--- src/common/tpd_cfg.svh ---
// register map, field positions, reset values and channel layout of the touch/prox detector
//
// Overview of operation
// - touch when count sits below baseline by at least the selected baseline fraction
// - each of channels 4 to 19 keeps a 2-bit touch code; low range 1/32, 1/16, 2/16, 3/16
// - one global touch range bit; high range gives 4/16, 6/16, 8/16, 10/16
// - touch thresholds reset to low range, code 00 (1/32)
// - prox when count sits below baseline by more than the selected delta
// - 2-bit prox code; low 2,3,4,6; high 8,16,20,30; reset high, code 00
// - auto tuning steps compensation of the chosen group until counts reach target
// - a requested tuning run and its busy flag start only after the window ends
// - rf-noisy samples neither update the baseline nor touch or prox decisions
// - with rf detection on, sensed noise is reported to the master as corrupt data
// - auto shield follows pair 0 in groups 0-1, pair n-1 in group n, each cycle
// - manual shield control can shield any pair from 0 to 6
// - prox indicator pin high while any of channels 0 to 3 reports prox
// - sleep stops all channel sensing until woken
// - waking from sleep keeps all settings and channel data
// - bypass suppresses windows and ready until prox is sensed, then ready rises
// - resuming communication by the device, or by the master in spi mode, clears the bypass setting
// - 0, 4 or 8 sense lines may become general purpose pins
// - pin direction writes take effect only when the current window ends
// - pin states are read and written only inside a communication window
// - touch and prox decisions compare the channel count with its baseline average; tuning compares it with the target
// - ready is raised when new data opens a communication window
`ifndef TPD_CFG_SVH
`define TPD_CFG_SVH

`define TPD_ADDR_CTRL     8'h00
`define TPD_ADDR_CMD      8'h04
`define TPD_ADDR_STATUS   8'h08
`define TPD_ADDR_TCODE    8'h0c
`define TPD_ADDR_PCODE_LO 8'h10
`define TPD_ADDR_PCODE_HI 8'h14
`define TPD_ADDR_TOUCH    8'h18
`define TPD_ADDR_PROX     8'h1c
`define TPD_ADDR_CHEN     8'h20
`define TPD_ADDR_TARGET   8'h24
`define TPD_ADDR_GPIO_DIR 8'h28
`define TPD_ADDR_GPIO_OUT 8'h2c
`define TPD_ADDR_GPIO_IN  8'h30

// ctrl fields
`define TPD_CTRL_TOUCH_HI 0
`define TPD_CTRL_PROX_HI  1
`define TPD_CTRL_RF_EN    2
`define TPD_CTRL_SLEEP    3
`define TPD_CTRL_BYPASS   4
`define TPD_CTRL_AUTO_SHD 5
`define TPD_CTRL_TUNE_TCH 6
`define TPD_CTRL_GPIO_LSB 8
`define TPD_CTRL_SHD_LSB  12
// cmd and status fields
`define TPD_CMD_TUNE      0
`define TPD_CMD_END_WIN   1
`define TPD_ST_BUSY       0
`define TPD_ST_RF         1
`define TPD_ST_WIN        2
`define TPD_ST_BYPASS     3

`define TPD_RST_TOUCH_HI  1'b0
`define TPD_RST_PROX_HI   1'b1
`define TPD_RST_CODE      2'h0
`define TPD_RST_SHD_IDX   3'h7
`define TPD_SHD_OFF       3'h7

`define TPD_PROX_CH       4
`define TPD_MAX_GROUP     3'h4
`define TPD_GPIO_NONE     2'h0
`define TPD_GPIO_FOUR     2'h1
`define TPD_GPIO_FOUR_MSK 8'h0f
`define TPD_GPIO_ALL_MSK  8'hff

`endif

--- src/common/tpd_pkg.sv ---
// shared types of the touch/prox detector
package tpd_pkg;
  typedef enum logic [1:0] {
    TPD_TUNE_IDLE = 2'b00,
    TPD_TUNE_PEND = 2'b01,
    TPD_TUNE_RUN  = 2'b10
  } tpd_tune_st_t;

  typedef logic [1:0] tpd_code_t;
endpackage

--- src/rtl/tpd_eval.sv ---
// touch and prox decision for one sample against its baseline
`timescale 1ns/1ns
module tpd_eval #(
  parameter int CW = 16
) (
  input  wire logic [CW-1:0]   count,      // current count value
  input  wire logic [CW-1:0]   base,       // baseline average
  input  wire tpd_pkg::tpd_code_t tcode,   // touch code
  input  wire logic            touch_hi,   // touch high range
  input  wire tpd_pkg::tpd_code_t pcode,   // prox code
  input  wire logic            prox_hi,    // prox high range
  output logic                 touch,      // touch decision
  output logic                 prox        // prox decision
);
  logic [5:0]    num;
  logic [7:0]    delta;
  logic [CW+5:0] prod;
  logic [CW-1:0] thresh;
  logic [CW-1:0] drop;
  logic          below;

  // fraction in 32nds of the baseline
  always_comb begin
    unique case ({touch_hi, tcode})
      3'b000: num = 6'h01;
      3'b001: num = 6'h02;
      3'b010: num = 6'h04;
      3'b011: num = 6'h06;
      3'b100: num = 6'h08;
      3'b101: num = 6'h0c;
      3'b110: num = 6'h10;
      3'b111: num = 6'h14;
    endcase
  end

  always_comb begin
    unique case ({prox_hi, pcode})
      3'b000: delta = 8'h02;
      3'b001: delta = 8'h03;
      3'b010: delta = 8'h04;
      3'b011: delta = 8'h06;
      3'b100: delta = 8'h08;
      3'b101: delta = 8'h10;
      3'b110: delta = 8'h14;
      3'b111: delta = 8'h1e;
    endcase
  end

  always_comb begin
    prod   = (CW+6)'(base) * (CW+6)'(num);
    thresh = prod[CW+4:5];
    below  = count < base;
    drop   = base - count;
    touch  = below && (drop >= thresh) && (drop != '0);
    prox   = below && (drop > CW'(delta));
  end
endmodule

--- src/rtl/tpd_top.sv ---
// detection, tuning, shield, bypass and gpio logic of the touch/prox controller
`timescale 1ns/1ns
`include "tpd_cfg.svh"
module tpd_top #(
  parameter int NCH  = 20,
  parameter int CW   = 16,
  parameter int CPW  = 6,
  parameter int NTCH = 16
) (
  input  wire logic            clk,                // 10 mhz clock
  input  wire logic            srst,               // sync reset, high
  input  wire logic            psel,               // apb select
  input  wire logic            penable,            // apb enable
  input  wire logic            pwrite,             // apb write
  input  wire logic [7:0]      paddr,              // apb byte address
  input  wire logic [31:0]     pwdata,             // apb write data
  output logic      [31:0]     prdata,             // apb read data
  output logic                 pready,             // apb ready
  output logic                 pslverr,            // apb error
  input  wire logic            conv_valid,         // conversion result strobe
  input  wire logic [4:0]      conv_chan,          // converted channel
  input  wire logic [CW-1:0]   conv_count,         // count value
  input  wire logic [CW-1:0]   conv_base,          // baseline average
  input  wire logic            conv_rf_noise,      // noise seen on rf sense input
  input  wire logic            cycle_done,         // conversion cycle finished
  input  wire logic [2:0]      group,              // group being charged
  input  wire logic            spi_mode,           // spi selected
  input  wire logic            spi_sel_n,          // spi slave select, low
  input  wire logic [7:0]      sense_line_a,       // a sense line levels
  input  wire logic [7:0]      sense_line_b,       // b sense line levels
  input  wire logic [7:0]      gpio_in,            // pin levels
  input  wire logic [4:0]      comp_rd_chan,       // compensation lookup channel
  output logic      [CPW-1:0]  comp_value,         // compensation of comp_rd_chan
  output logic                 baseline_hold,      // sample must not update baseline
  output logic                 sensing_en,         // sequencer may sense
  output logic                 rdy_out,            // ready, window open
  output logic                 prox_indicator_out, // any prox channel
  output logic                 shield_out_a,       // shield a drive
  output logic                 shield_out_b,       // shield b drive
  output logic      [7:0]      gpio_out,           // pin drive levels
  output logic      [7:0]      gpio_oe_n           // pin drive enable, low
);
  // ---------------------------------------------------------------
  // state
  // ---------------------------------------------------------------
  logic              touch_hi, prox_hi, rf_en, sleep, bypass, auto_shd, tune_tch;
  logic [1:0]        gpio_mode;
  logic [2:0]        shd_idx;
  tpd_pkg::tpd_code_t tcode [NCH];
  tpd_pkg::tpd_code_t pcode [NCH];
  logic [NCH-1:0]    touch_st, prox_st, chan_en;
  logic [CW-1:0]     target;
  logic [CPW-1:0]    comp [NCH];
  logic [7:0]        dir_stage, dir_live, gpio_val, avail;
  logic              win_open, force_pend, rf_corrupt, stepped;
  tpd_pkg::tpd_tune_st_t tune_st;

  logic              setup, wr_en, err, in_rng, accept, noisy, chan_touch, chan_prox;
  logic              end_win, tune_req, open_now, in_grp;
  logic [31:0]       rd_data;
  logic [2:0]        shd_sel;
  logic              shd_off;

  assign setup   = psel && !penable;
  assign wr_en   = psel && penable && pready && pwrite && !pslverr;
  assign end_win = wr_en && (paddr == `TPD_ADDR_CMD) && pwdata[`TPD_CMD_END_WIN] && win_open;
  assign tune_req = wr_en && (paddr == `TPD_ADDR_CMD) && pwdata[`TPD_CMD_TUNE];
  assign in_rng  = conv_chan < 5'(NCH);
  assign noisy   = rf_en && conv_rf_noise;
  assign accept  = conv_valid && in_rng && !sleep && chan_en[conv_chan] && !noisy;
  assign in_grp  = tune_tch ? (conv_chan >= 5'(`TPD_PROX_CH)) : (conv_chan < 5'(`TPD_PROX_CH));
  assign open_now = cycle_done && !sleep && !win_open &&
                    (!bypass || (|prox_st) || force_pend);

  // ---------------------------------------------------------------
  // apb decode
  // ---------------------------------------------------------------
  always_comb begin
    rd_data = '0;
    err     = 1'b0;
    unique case (paddr)
      `TPD_ADDR_CTRL: begin
        rd_data[`TPD_CTRL_TOUCH_HI] = touch_hi;
        rd_data[`TPD_CTRL_PROX_HI]  = prox_hi;
        rd_data[`TPD_CTRL_RF_EN]    = rf_en;
        rd_data[`TPD_CTRL_SLEEP]    = sleep;
        rd_data[`TPD_CTRL_BYPASS]   = bypass;
        rd_data[`TPD_CTRL_AUTO_SHD] = auto_shd;
        rd_data[`TPD_CTRL_TUNE_TCH] = tune_tch;
        rd_data[`TPD_CTRL_GPIO_LSB +: 2] = gpio_mode;
        rd_data[`TPD_CTRL_SHD_LSB +: 3]  = shd_idx;
      end
      `TPD_ADDR_CMD: rd_data = '0;
      `TPD_ADDR_STATUS: begin
        rd_data[`TPD_ST_BUSY]   = (tune_st == tpd_pkg::TPD_TUNE_RUN);
        rd_data[`TPD_ST_RF]     = rf_corrupt;
        rd_data[`TPD_ST_WIN]    = win_open;
        rd_data[`TPD_ST_BYPASS] = bypass;
      end
      `TPD_ADDR_TCODE: begin
        for (int i = 0; i < NTCH; i++) rd_data[2*i +: 2] = tcode[i+`TPD_PROX_CH];
      end
      `TPD_ADDR_PCODE_LO: begin
        for (int i = 0; i < 16; i++) rd_data[2*i +: 2] = pcode[i];
      end
      `TPD_ADDR_PCODE_HI: begin
        for (int i = 16; i < NCH; i++) rd_data[2*(i-16) +: 2] = pcode[i];
      end
      `TPD_ADDR_TOUCH:    rd_data[NCH-1:0] = touch_st;
      `TPD_ADDR_PROX:     rd_data[NCH-1:0] = prox_st;
      `TPD_ADDR_CHEN:     rd_data[NCH-1:0] = chan_en;
      `TPD_ADDR_TARGET:   rd_data[CW-1:0]  = target;
      `TPD_ADDR_GPIO_DIR: rd_data[7:0]     = dir_stage;
      `TPD_ADDR_GPIO_OUT: begin
        rd_data[7:0] = win_open ? gpio_val : 8'h00;
        err          = !win_open;
      end
      `TPD_ADDR_GPIO_IN: begin
        rd_data[7:0] = win_open ? (gpio_in & avail) : 8'h00;
        err          = !win_open || pwrite;
      end
      default: err = 1'b1;
    endcase
  end

  always_ff @(posedge clk) begin
    if (srst) begin
      pready  <= 1'b0;
      prdata  <= '0;
      pslverr <= 1'b0;
    end else begin
      pready  <= setup;
      prdata  <= (setup && !pwrite && !err) ? rd_data : '0;
      pslverr <= setup && err;
    end
  end

  // ---------------------------------------------------------------
  // configuration registers
  // ---------------------------------------------------------------
  always_ff @(posedge clk) begin
    if (srst) begin
      touch_hi  <= `TPD_RST_TOUCH_HI;
      prox_hi   <= `TPD_RST_PROX_HI;
      rf_en     <= 1'b0;
      sleep     <= 1'b0;
      auto_shd  <= 1'b0;
      tune_tch  <= 1'b0;
      gpio_mode <= `TPD_GPIO_NONE;
      shd_idx   <= `TPD_RST_SHD_IDX;
      chan_en   <= '1;
      target    <= '0;
      dir_stage <= 8'h00;
      for (int i = 0; i < NCH; i++) begin
        tcode[i] <= `TPD_RST_CODE;
        pcode[i] <= `TPD_RST_CODE;
      end
    end else if (wr_en) begin
      unique case (paddr)
        `TPD_ADDR_CTRL: begin
          touch_hi  <= pwdata[`TPD_CTRL_TOUCH_HI];
          prox_hi   <= pwdata[`TPD_CTRL_PROX_HI];
          rf_en     <= pwdata[`TPD_CTRL_RF_EN];
          sleep     <= pwdata[`TPD_CTRL_SLEEP];
          auto_shd  <= pwdata[`TPD_CTRL_AUTO_SHD];
          tune_tch  <= pwdata[`TPD_CTRL_TUNE_TCH];
          gpio_mode <= pwdata[`TPD_CTRL_GPIO_LSB +: 2];
          shd_idx   <= pwdata[`TPD_CTRL_SHD_LSB +: 3];
        end
        `TPD_ADDR_TCODE: begin
          for (int i = 0; i < NTCH; i++) tcode[i+`TPD_PROX_CH] <= pwdata[2*i +: 2];
        end
        `TPD_ADDR_PCODE_LO: begin
          for (int i = 0; i < 16; i++) pcode[i] <= pwdata[2*i +: 2];
        end
        `TPD_ADDR_PCODE_HI: begin
          for (int i = 16; i < NCH; i++) pcode[i] <= pwdata[2*(i-16) +: 2];
        end
        `TPD_ADDR_CHEN:     chan_en   <= pwdata[NCH-1:0];
        `TPD_ADDR_TARGET:   target    <= pwdata[CW-1:0];
        `TPD_ADDR_GPIO_DIR: dir_stage <= pwdata[7:0];
        default: ;
      endcase
    end
  end

  // ---------------------------------------------------------------
  // detection
  // ---------------------------------------------------------------
  tpd_eval #(.CW(CW)) u_eval (
    .count    (conv_count),
    .base     (conv_base),
    .tcode    (tcode[in_rng ? conv_chan : 5'h00]),
    .touch_hi (touch_hi),
    .pcode    (pcode[in_rng ? conv_chan : 5'h00]),
    .prox_hi  (prox_hi),
    .touch    (chan_touch),
    .prox     (chan_prox)
  );

  always_ff @(posedge clk) begin
    if (srst) begin
      touch_st <= '0;
      prox_st  <= '0;
    end else if (accept) begin
      touch_st[conv_chan] <= chan_touch && (conv_chan >= 5'(`TPD_PROX_CH));
      prox_st[conv_chan]  <= chan_prox;
    end
  end

  // noisy samples are held from the baseline filter and flagged
  always_ff @(posedge clk) begin
    if (srst) begin
      baseline_hold <= 1'b0;
      rf_corrupt    <= 1'b0;
    end else begin
      baseline_hold <= conv_valid && noisy;
      if (conv_valid && noisy)
        rf_corrupt <= 1'b1;
      else if (wr_en && paddr == `TPD_ADDR_STATUS && pwdata[`TPD_ST_RF])
        rf_corrupt <= 1'b0;
    end
  end

  // ---------------------------------------------------------------
  // window, ready and bypass
  // ---------------------------------------------------------------
  always_ff @(posedge clk) begin
    if (srst) begin
      win_open   <= 1'b0;
      force_pend <= 1'b0;
      bypass     <= 1'b0;
    end else begin
      if (open_now)
        win_open <= 1'b1;
      else if (end_win)
        win_open <= 1'b0;
      if (open_now)
        force_pend <= 1'b0;
      else if (bypass && spi_mode && !spi_sel_n)
        force_pend <= 1'b1;
      if (open_now)
        bypass <= 1'b0;
      else if (wr_en && paddr == `TPD_ADDR_CTRL)
        bypass <= pwdata[`TPD_CTRL_BYPASS];
    end
  end

  always_ff @(posedge clk) begin
    if (srst) begin
      rdy_out            <= 1'b0;
      sensing_en         <= 1'b0;
      prox_indicator_out <= 1'b0;
    end else begin
      rdy_out            <= win_open;
      sensing_en         <= !sleep;
      prox_indicator_out <= |prox_st[`TPD_PROX_CH-1:0];
    end
  end

  // ---------------------------------------------------------------
  // automatic tuning
  // ---------------------------------------------------------------
  always_ff @(posedge clk) begin
    if (srst) begin
      tune_st <= tpd_pkg::TPD_TUNE_IDLE;
      stepped <= 1'b0;
    end else begin
      unique case (tune_st)
        tpd_pkg::TPD_TUNE_IDLE: begin
          if (tune_req)
            tune_st <= win_open ? tpd_pkg::TPD_TUNE_PEND : tpd_pkg::TPD_TUNE_RUN;
        end
        tpd_pkg::TPD_TUNE_PEND: begin
          if (!win_open)
            tune_st <= tpd_pkg::TPD_TUNE_RUN;
        end
        tpd_pkg::TPD_TUNE_RUN: begin
          if (cycle_done && !stepped && !(accept && in_grp && conv_count < target))
            tune_st <= tpd_pkg::TPD_TUNE_IDLE;
        end
        default: tune_st <= tpd_pkg::TPD_TUNE_IDLE;
      endcase
      if (tune_st == tpd_pkg::TPD_TUNE_RUN && accept && in_grp && conv_count < target)
        stepped <= 1'b1;
      else if (cycle_done)
        stepped <= 1'b0;
    end
  end

  always_ff @(posedge clk) begin
    if (srst) begin
      for (int i = 0; i < NCH; i++) comp[i] <= '0;
      comp_value <= '0;
    end else begin
      if (tune_st == tpd_pkg::TPD_TUNE_RUN && accept && in_grp &&
          conv_count < target && comp[conv_chan] != '1)
        comp[conv_chan] <= comp[conv_chan] + CPW'(1);
      comp_value <= (comp_rd_chan < 5'(NCH)) ? comp[comp_rd_chan] : '0;
    end
  end

  // ---------------------------------------------------------------
  // shields
  // ---------------------------------------------------------------
  always_comb begin
    if (auto_shd) begin
      shd_sel = (group <= 3'h1) ? 3'h0 : group - 3'h1;
      shd_off = group > `TPD_MAX_GROUP;
    end else begin
      shd_sel = shd_idx;
      shd_off = shd_idx == `TPD_SHD_OFF;
    end
  end

  always_ff @(posedge clk) begin
    if (srst) begin
      shield_out_a <= 1'b0;
      shield_out_b <= 1'b0;
    end else begin
      shield_out_a <= !shd_off && sense_line_a[shd_sel];
      shield_out_b <= !shd_off && sense_line_b[shd_sel];
    end
  end

  // ---------------------------------------------------------------
  // general purpose pins
  // ---------------------------------------------------------------
  always_comb begin
    unique case (gpio_mode)
      `TPD_GPIO_NONE: avail = 8'h00;
      `TPD_GPIO_FOUR: avail = `TPD_GPIO_FOUR_MSK;
      default:        avail = `TPD_GPIO_ALL_MSK;
    endcase
  end

  always_ff @(posedge clk) begin
    if (srst) begin
      dir_live  <= 8'h00;
      gpio_val  <= 8'h00;
      gpio_out  <= 8'h00;
      gpio_oe_n <= 8'hff;
    end else begin
      if (end_win)
        dir_live <= dir_stage;
      if (wr_en && paddr == `TPD_ADDR_GPIO_OUT)
        gpio_val <= pwdata[7:0];
      gpio_out  <= gpio_val & avail;
      gpio_oe_n <= ~(dir_live & avail);
    end
  end
endmodule

--- config.mk ---
export PLATFORM = sky130hd
export DESIGN_NAME = tpd_top
export DESIGN_NICKNAME = d
export VERILOG_FILES = /design/src/common/tpd_pkg.sv /design/src/rtl/tpd_eval.sv /design/src/rtl/tpd_top.sv
export VERILOG_INCLUDE_DIRS = /design/src /design/src/common
export SDC_FILE = /design/constraint.sdc
export NUM_CORES = 1
export LEC_CHECK = 0
export BUFFER_PORTS_ARGS = -buffer_cell sky130_fd_sc_hd__buf_2
export CAP_MARGIN = 20
export CORE_UTILIZATION = 55
export CTS_BUF_LIST = sky130_fd_sc_hd__clkbuf_4 sky130_fd_sc_hd__clkbuf_8
export CTS_CLUSTER_SIZE = 10
export DETAILED_ROUTE_END_ITERATION = 8
export PLACE_DENSITY = 0.74
export SETUP_SLACK_MARGIN = 0.1
export SYNTH_ARGS = -nofsm -noshare
export SYNTH_HDL_FRONTEND = slang
export SYNTH_SLANG_ARGS = --single-unit
export TNS_END_PERCENT = 100
--- constraint.sdc ---
create_clock -name clk -period 12.9 [get_ports clk]
set_input_delay 3.225 -clock clk [delete_from_list [all_inputs] [get_ports clk]]
set_output_delay 3.225 -clock clk [all_outputs]
set_load 0.02 [all_outputs]
==> impl_metrics.prom <==
# TYPE chip_impl_metric gauge
chip_impl_info{name="run_status",value="finished with violations"} 1
chip_impl_info{name="violated_checks",value="design-rule violations"} 1
chip_impl_metric{name="cp_data_arrival_time",unit="ns"} 12.49
chip_impl_metric{name="post_synth_num_cell_types",unit=""} 80
chip_impl_metric{name="global_route_wire_length_before_repair",unit="mm"} 111
chip_impl_metric{name="max_freq",unit="GHz"} 0.0838
chip_impl_metric{name="h-tree-depth",unit=""} 3
chip_impl_metric{name="detail_route.drc_violations",unit=""} 3
chip_impl_metric{name="post-route-min-period",unit="ns"} 11.94
chip_impl_metric{name="netlist_instances",unit=""} 2291
chip_impl_metric{name="syn_to_final_growth",unit="%"} 12.6
chip_impl_info{name="crit_path_slowest_cell",value="mux4_2"} 1
chip_impl_info{name="yosys_most_used_dff",value="edfxtp_1"} 1
chip_impl_info{name="worst_setup_path_start_kind",value="input port"} 1
chip_impl_info{name="grt_setup_unrepaired",value="false"} 1
chip_impl_info{name="combinational_family_with_the_most_area_after_synthesis",value="simple AND/OR/NAND/NOR gates"} 1
chip_impl_metric{name="fp.dieH",unit="µm"} 215
chip_impl_info{name="cts_root_buf",value="clkbuf_8"} 1
chip_impl_metric{name="timing.critical_path.slowest_cell_delay",unit="ns"} 0.62
chip_impl_metric{name="synthesis.area_per_instance",unit="µm²"} 10.9
chip_impl_metric{name="setup_failing_eps_final",unit=""} 0
chip_impl_metric{name="io_pins",unit=""} 181
chip_impl_info{name="endpoint",value="touch_st[8]"} 1
chip_impl_metric{name="post-dp-hpwl",unit="mm"} 51.3
chip_impl_metric{name="vias_per_cell",unit=""} 6.28
chip_impl_metric{name="maximum_clock_insertion_buffer_count",unit=""} 3
chip_impl_info{name="critPathKind",value="in -> reg"} 1
chip_impl_metric{name="insertedDiodeCount",unit=""} 0
chip_impl_metric{name="dieArea",unit="µm²"} 46100
chip_impl_metric{name="antenna_found_initial",unit=""} 1
chip_impl_metric{name="synthSimpleGateAreaFrac",unit="%"} 17.9
chip_impl_metric{name="synth_sequential_area_ratio",unit="%"} 46.3
chip_impl_metric{name="power.ir.vdd_worst",unit="mV"} 0.0949
chip_impl_metric{name="detail_route.wl_per_cell",unit="µm"} 22.8
chip_impl_metric{name="yosys.area_share.xor_xnor",unit="%"} 0.809
chip_impl_info{name="rr_startpoint",value="tcode[17][1]"} 1
chip_impl_metric{name="cts_hold_buffers",unit=""} 0
chip_impl_metric{name="layout.nets",unit=""} 2773
chip_impl_metric{name="dr_total_vias",unit=""} 19800
chip_impl_info{name="timing.critical_path.from",value="conv_chan[3]"} 1
chip_impl_metric{name="synth_adder_area_share",unit="%"} 8.23
chip_impl_metric{name="fin_crit_sh",unit="%"} 92.5
chip_impl_metric{name="port_buffers",unit=""} 180
chip_impl_metric{name="worst-r2r-setup-slack",unit="ns"} 4.51
chip_impl_metric{name="cts_setup_buffers",unit=""} 0
chip_impl_metric{name="clk_latency",unit="ns"} 0.65
chip_impl_info{name="worst_setup_path_end_kind",value="flip-flop"} 1
chip_impl_metric{name="die_width",unit="µm"} 215
chip_impl_metric{name="clk_pin_slew",unit="ns"} 0.06
chip_impl_metric{name="final_max_slew_viol_count",unit=""} 0
chip_impl_metric{name="row_count",unit=""} 77
chip_impl_metric{name="report.final.hold_viol_count",unit=""} 0
chip_impl_metric{name="worst-endpoint-required",unit="ns"} 13.45
chip_impl_metric{name="setup_total_negative_slack",unit="ns"} 0
chip_impl_metric{name="overall_global_routing_resource_usage",unit="%"} 31.3
chip_impl_metric{name="share_of_flip_flops_with_an_asynchronous_set_or_reset",unit="%"} 0
chip_impl_metric{name="detail-route-antenna-nets",unit=""} 0
chip_impl_metric{name="grt_pass1_vias",unit=""} 19500
chip_impl_metric{name="synth-edff-count",unit=""} 264
chip_impl_metric{name="max-cap-violations",unit=""} 0
chip_impl_metric{name="finalPower",unit="mW"} 3.35
chip_impl_metric{name="power_density",unit="nW/µm²"} 119
chip_impl_metric{name="p_leak",unit="nW"} 10.9
chip_impl_info{name="regToRegEndpoint",value="touch_st[8]"} 1
chip_impl_metric{name="maxSlewHeadroom",unit="%"} 23.2
chip_impl_metric{name="post_cts_resized",unit=""} 0
chip_impl_metric{name="clock_skew",unit="ns"} 0.0314
chip_impl_info{name="tritoncts_clock_tree",value="yes"} 1
chip_impl_metric{name="drt_first_pass_iters",unit=""} 9
chip_impl_metric{name="reg2reg_depth",unit=""} 28
chip_impl_metric{name="synth.area.mux_share",unit="%"} 11.0
chip_impl_metric{name="cts_num_sinks",unit=""} 444
chip_impl_metric{name="postSynthRegisterBits",unit=""} 444
chip_impl_metric{name="grt_start_max_net_pins",unit=""} 72
chip_impl_metric{name="synth.cell_area",unit="µm²"} 24900
chip_impl_metric{name="initial_utilization",unit="%"} 56.1
chip_impl_metric{name="cts_buffers",unit=""} 71
chip_impl_metric{name="postLayoutCoreUtil",unit="%"} 63.2
chip_impl_metric{name="core_outline_area",unit="µm²"} 44400
chip_impl_metric{name="yosys_warnings",unit=""} 0
chip_impl_metric{name="total_congestion_overflow_after_global_routing",unit=""} 0
chip_impl_metric{name="synth-compound-area-share",unit="%"} 10.7
chip_impl_metric{name="drt-initial-drc-count",unit=""} 2551
chip_impl_metric{name="drive_above_1_share",unit="%"} 21.7
chip_impl_info{name="timing.hold.worst.class",value="reg -> reg"} 1
chip_impl_metric{name="drt-total-wl",unit="mm"} 72.0
chip_impl_metric{name="globalplace.congestion",unit=""} 0.927
chip_impl_metric{name="worstPathMaxFanout",unit=""} 16
chip_impl_metric{name="timing_worst_slew_pin_value",unit="ns"} 1.14
-- flip-flops by register name, indices dropped and copies added (netlist names), 2 cells and up --
register    flops
target         16
dir_live        8
prdata         32
prox_st        20
gpio_out        8
comp_value      6
chan_en        20
comp          192
tcode          32
dir_stage       8
gpio_val        8
shd_idx         3
pcode          40
tune_st         2
gpio_oe_n       8
touch_st       20
gpio_mode       2
-- cell usage in the layout, fill, tap and decap left out, types with 10 or more instances in the layout --
cell type and instances:
nor4_2 21, o21ai_1 36, xnor2_1 11, dfxtp_1 180
o21ai_0 35, nor3_1 65, mux2i_1 53, a22o_1 15
a221oi_1 10, o211ai_1 13, a31oi_1 14, mux4_2 95
a21o_1 17, ha_1 95, and3_1 26, nor2_1 184
clkbuf_8 88, conb_1 72, nand3_1 83, a211oi_1 10
a21oi_1 81, o22ai_1 12, clkbuf_4 25, a22oi_1 49
nor3_2 51, nor2b_1 23, fa_1 43, or2_2 10
or3_1 11, nand2b_1 25, buf_4 45, nand4_1 16
buf_2 180, xor2_1 10, and2_1 69, a222oi_1 22
edfxtp_1 264, nand2_1 214, inv_1 149
-- report_power, final --
group          internal [mW]  switching [mW]
logic                  0.183           0.307
clock network          0.704           0.557
registers               1.57          0.0235
total                   2.46           0.888
-- final cells by class --
cell class	count	area [µm²]
clock buffer	113	1400
tap	592	741
inverter	155	582
timing repair buffer	227	1260
fill	3534	16400
sequential	444	11500
multi-input combinational	1617	12500
clock inverter	10	81.3
-- worst max-delay path, delay by kind of cell --
kind | cells | cell delay, ns
AOI/OAI and AO/OA | 12 | 3.68
xor gates and xnor gates | 1 | 0.13
adders and majority gates | 5 | 2.24
buffers and inverters | 5 | 0.78
muxes | 1 | 0.62
and+or+nand+nor | 7 | 1.79
-- cells in the mapped netlist (23+ instances only) --
| cell | count | area [µm²] |
|---|---|---|
| a21oi_1 | 81 | 405 |
| a22oi_1 | 49 | 368 |
| and2_1 | 69 | 432 |
| and3_1 | 26 | 163 |
| clkbuf_1 | 105 | 394 |
| dfxtp_1 | 180 | 3600 |
| edfxtp_1 | 264 | 7930 |
| fa_1 | 43 | 861 |
| ha_1 | 95 | 1190 |
| inv_1 | 150 | 563 |
| mux2i_1 | 53 | 531 |
| mux4_2 | 95 | 2140 |
| nand2_1 | 214 | 803 |
| nand2b_1 | 25 | 156 |
| nand3_1 | 83 | 415 |
| nor2_1 | 188 | 706 |
| nor2b_1 | 23 | 144 |
| nor3_1 | 66 | 330 |
| nor3_2 | 50 | 500 |
| o21ai_0 | 35 | 175 |
| o21ai_1 | 36 | 180 |
-- kinds of logic (layout without fill, tap and decap cells) --
group                      Yosys count  in the layout
other                                1             72
adders and majority gates          138            138
AOI/OAI and AO/OA                  386            386
buffers and inverters              301            505
muxes                              154            154
and+or+nand+nor                    844            844
DFF                                444            444
xor gates and xnor gates            23             23
-- layer usage --
layer  track usage [%]  vias up  routed length [µm]
li1                  -     8799                   -
met1              43.3     9631               28400
met2              48.2     1255               32900
met3              7.13      160                8720
met4              11.6        0                2100
met5                 0        -                   0
-- worst min path at each step --
stage                              end  slack [ns]   startpoint  depth (start not counted)
after global placement    gpio_oe_n[5]        0.36  dir_live[5]                          1
after CTS                 gpio_oe_n[7]        0.39  dir_live[7]                          1
final                     gpio_oe_n[6]        0.39  dir_live[6]                          1
after floorplan           gpio_oe_n[0]        0.36  dir_live[0]                          1
after detailed placement  gpio_oe_n[5]        0.37  dir_live[5]                          1
after global routing      gpio_oe_n[2]        0.40  dir_live[2]                          1
-- stage by stage --
step	area [µm²]	setup slack [ns]	hold WS [ns]	cells
detailed placement	26500	0.103	0.369	3031
global placement	26500	0.443	0.364	3028
floorplan	25200	1.79	0.358	2362
finish	28000	0.964	0.386	3158
global route	28000	0.423	0.404	3158
CTS	28000	0.795	0.387	3154
Note: power is estimated with default switching activity, not from simulation.
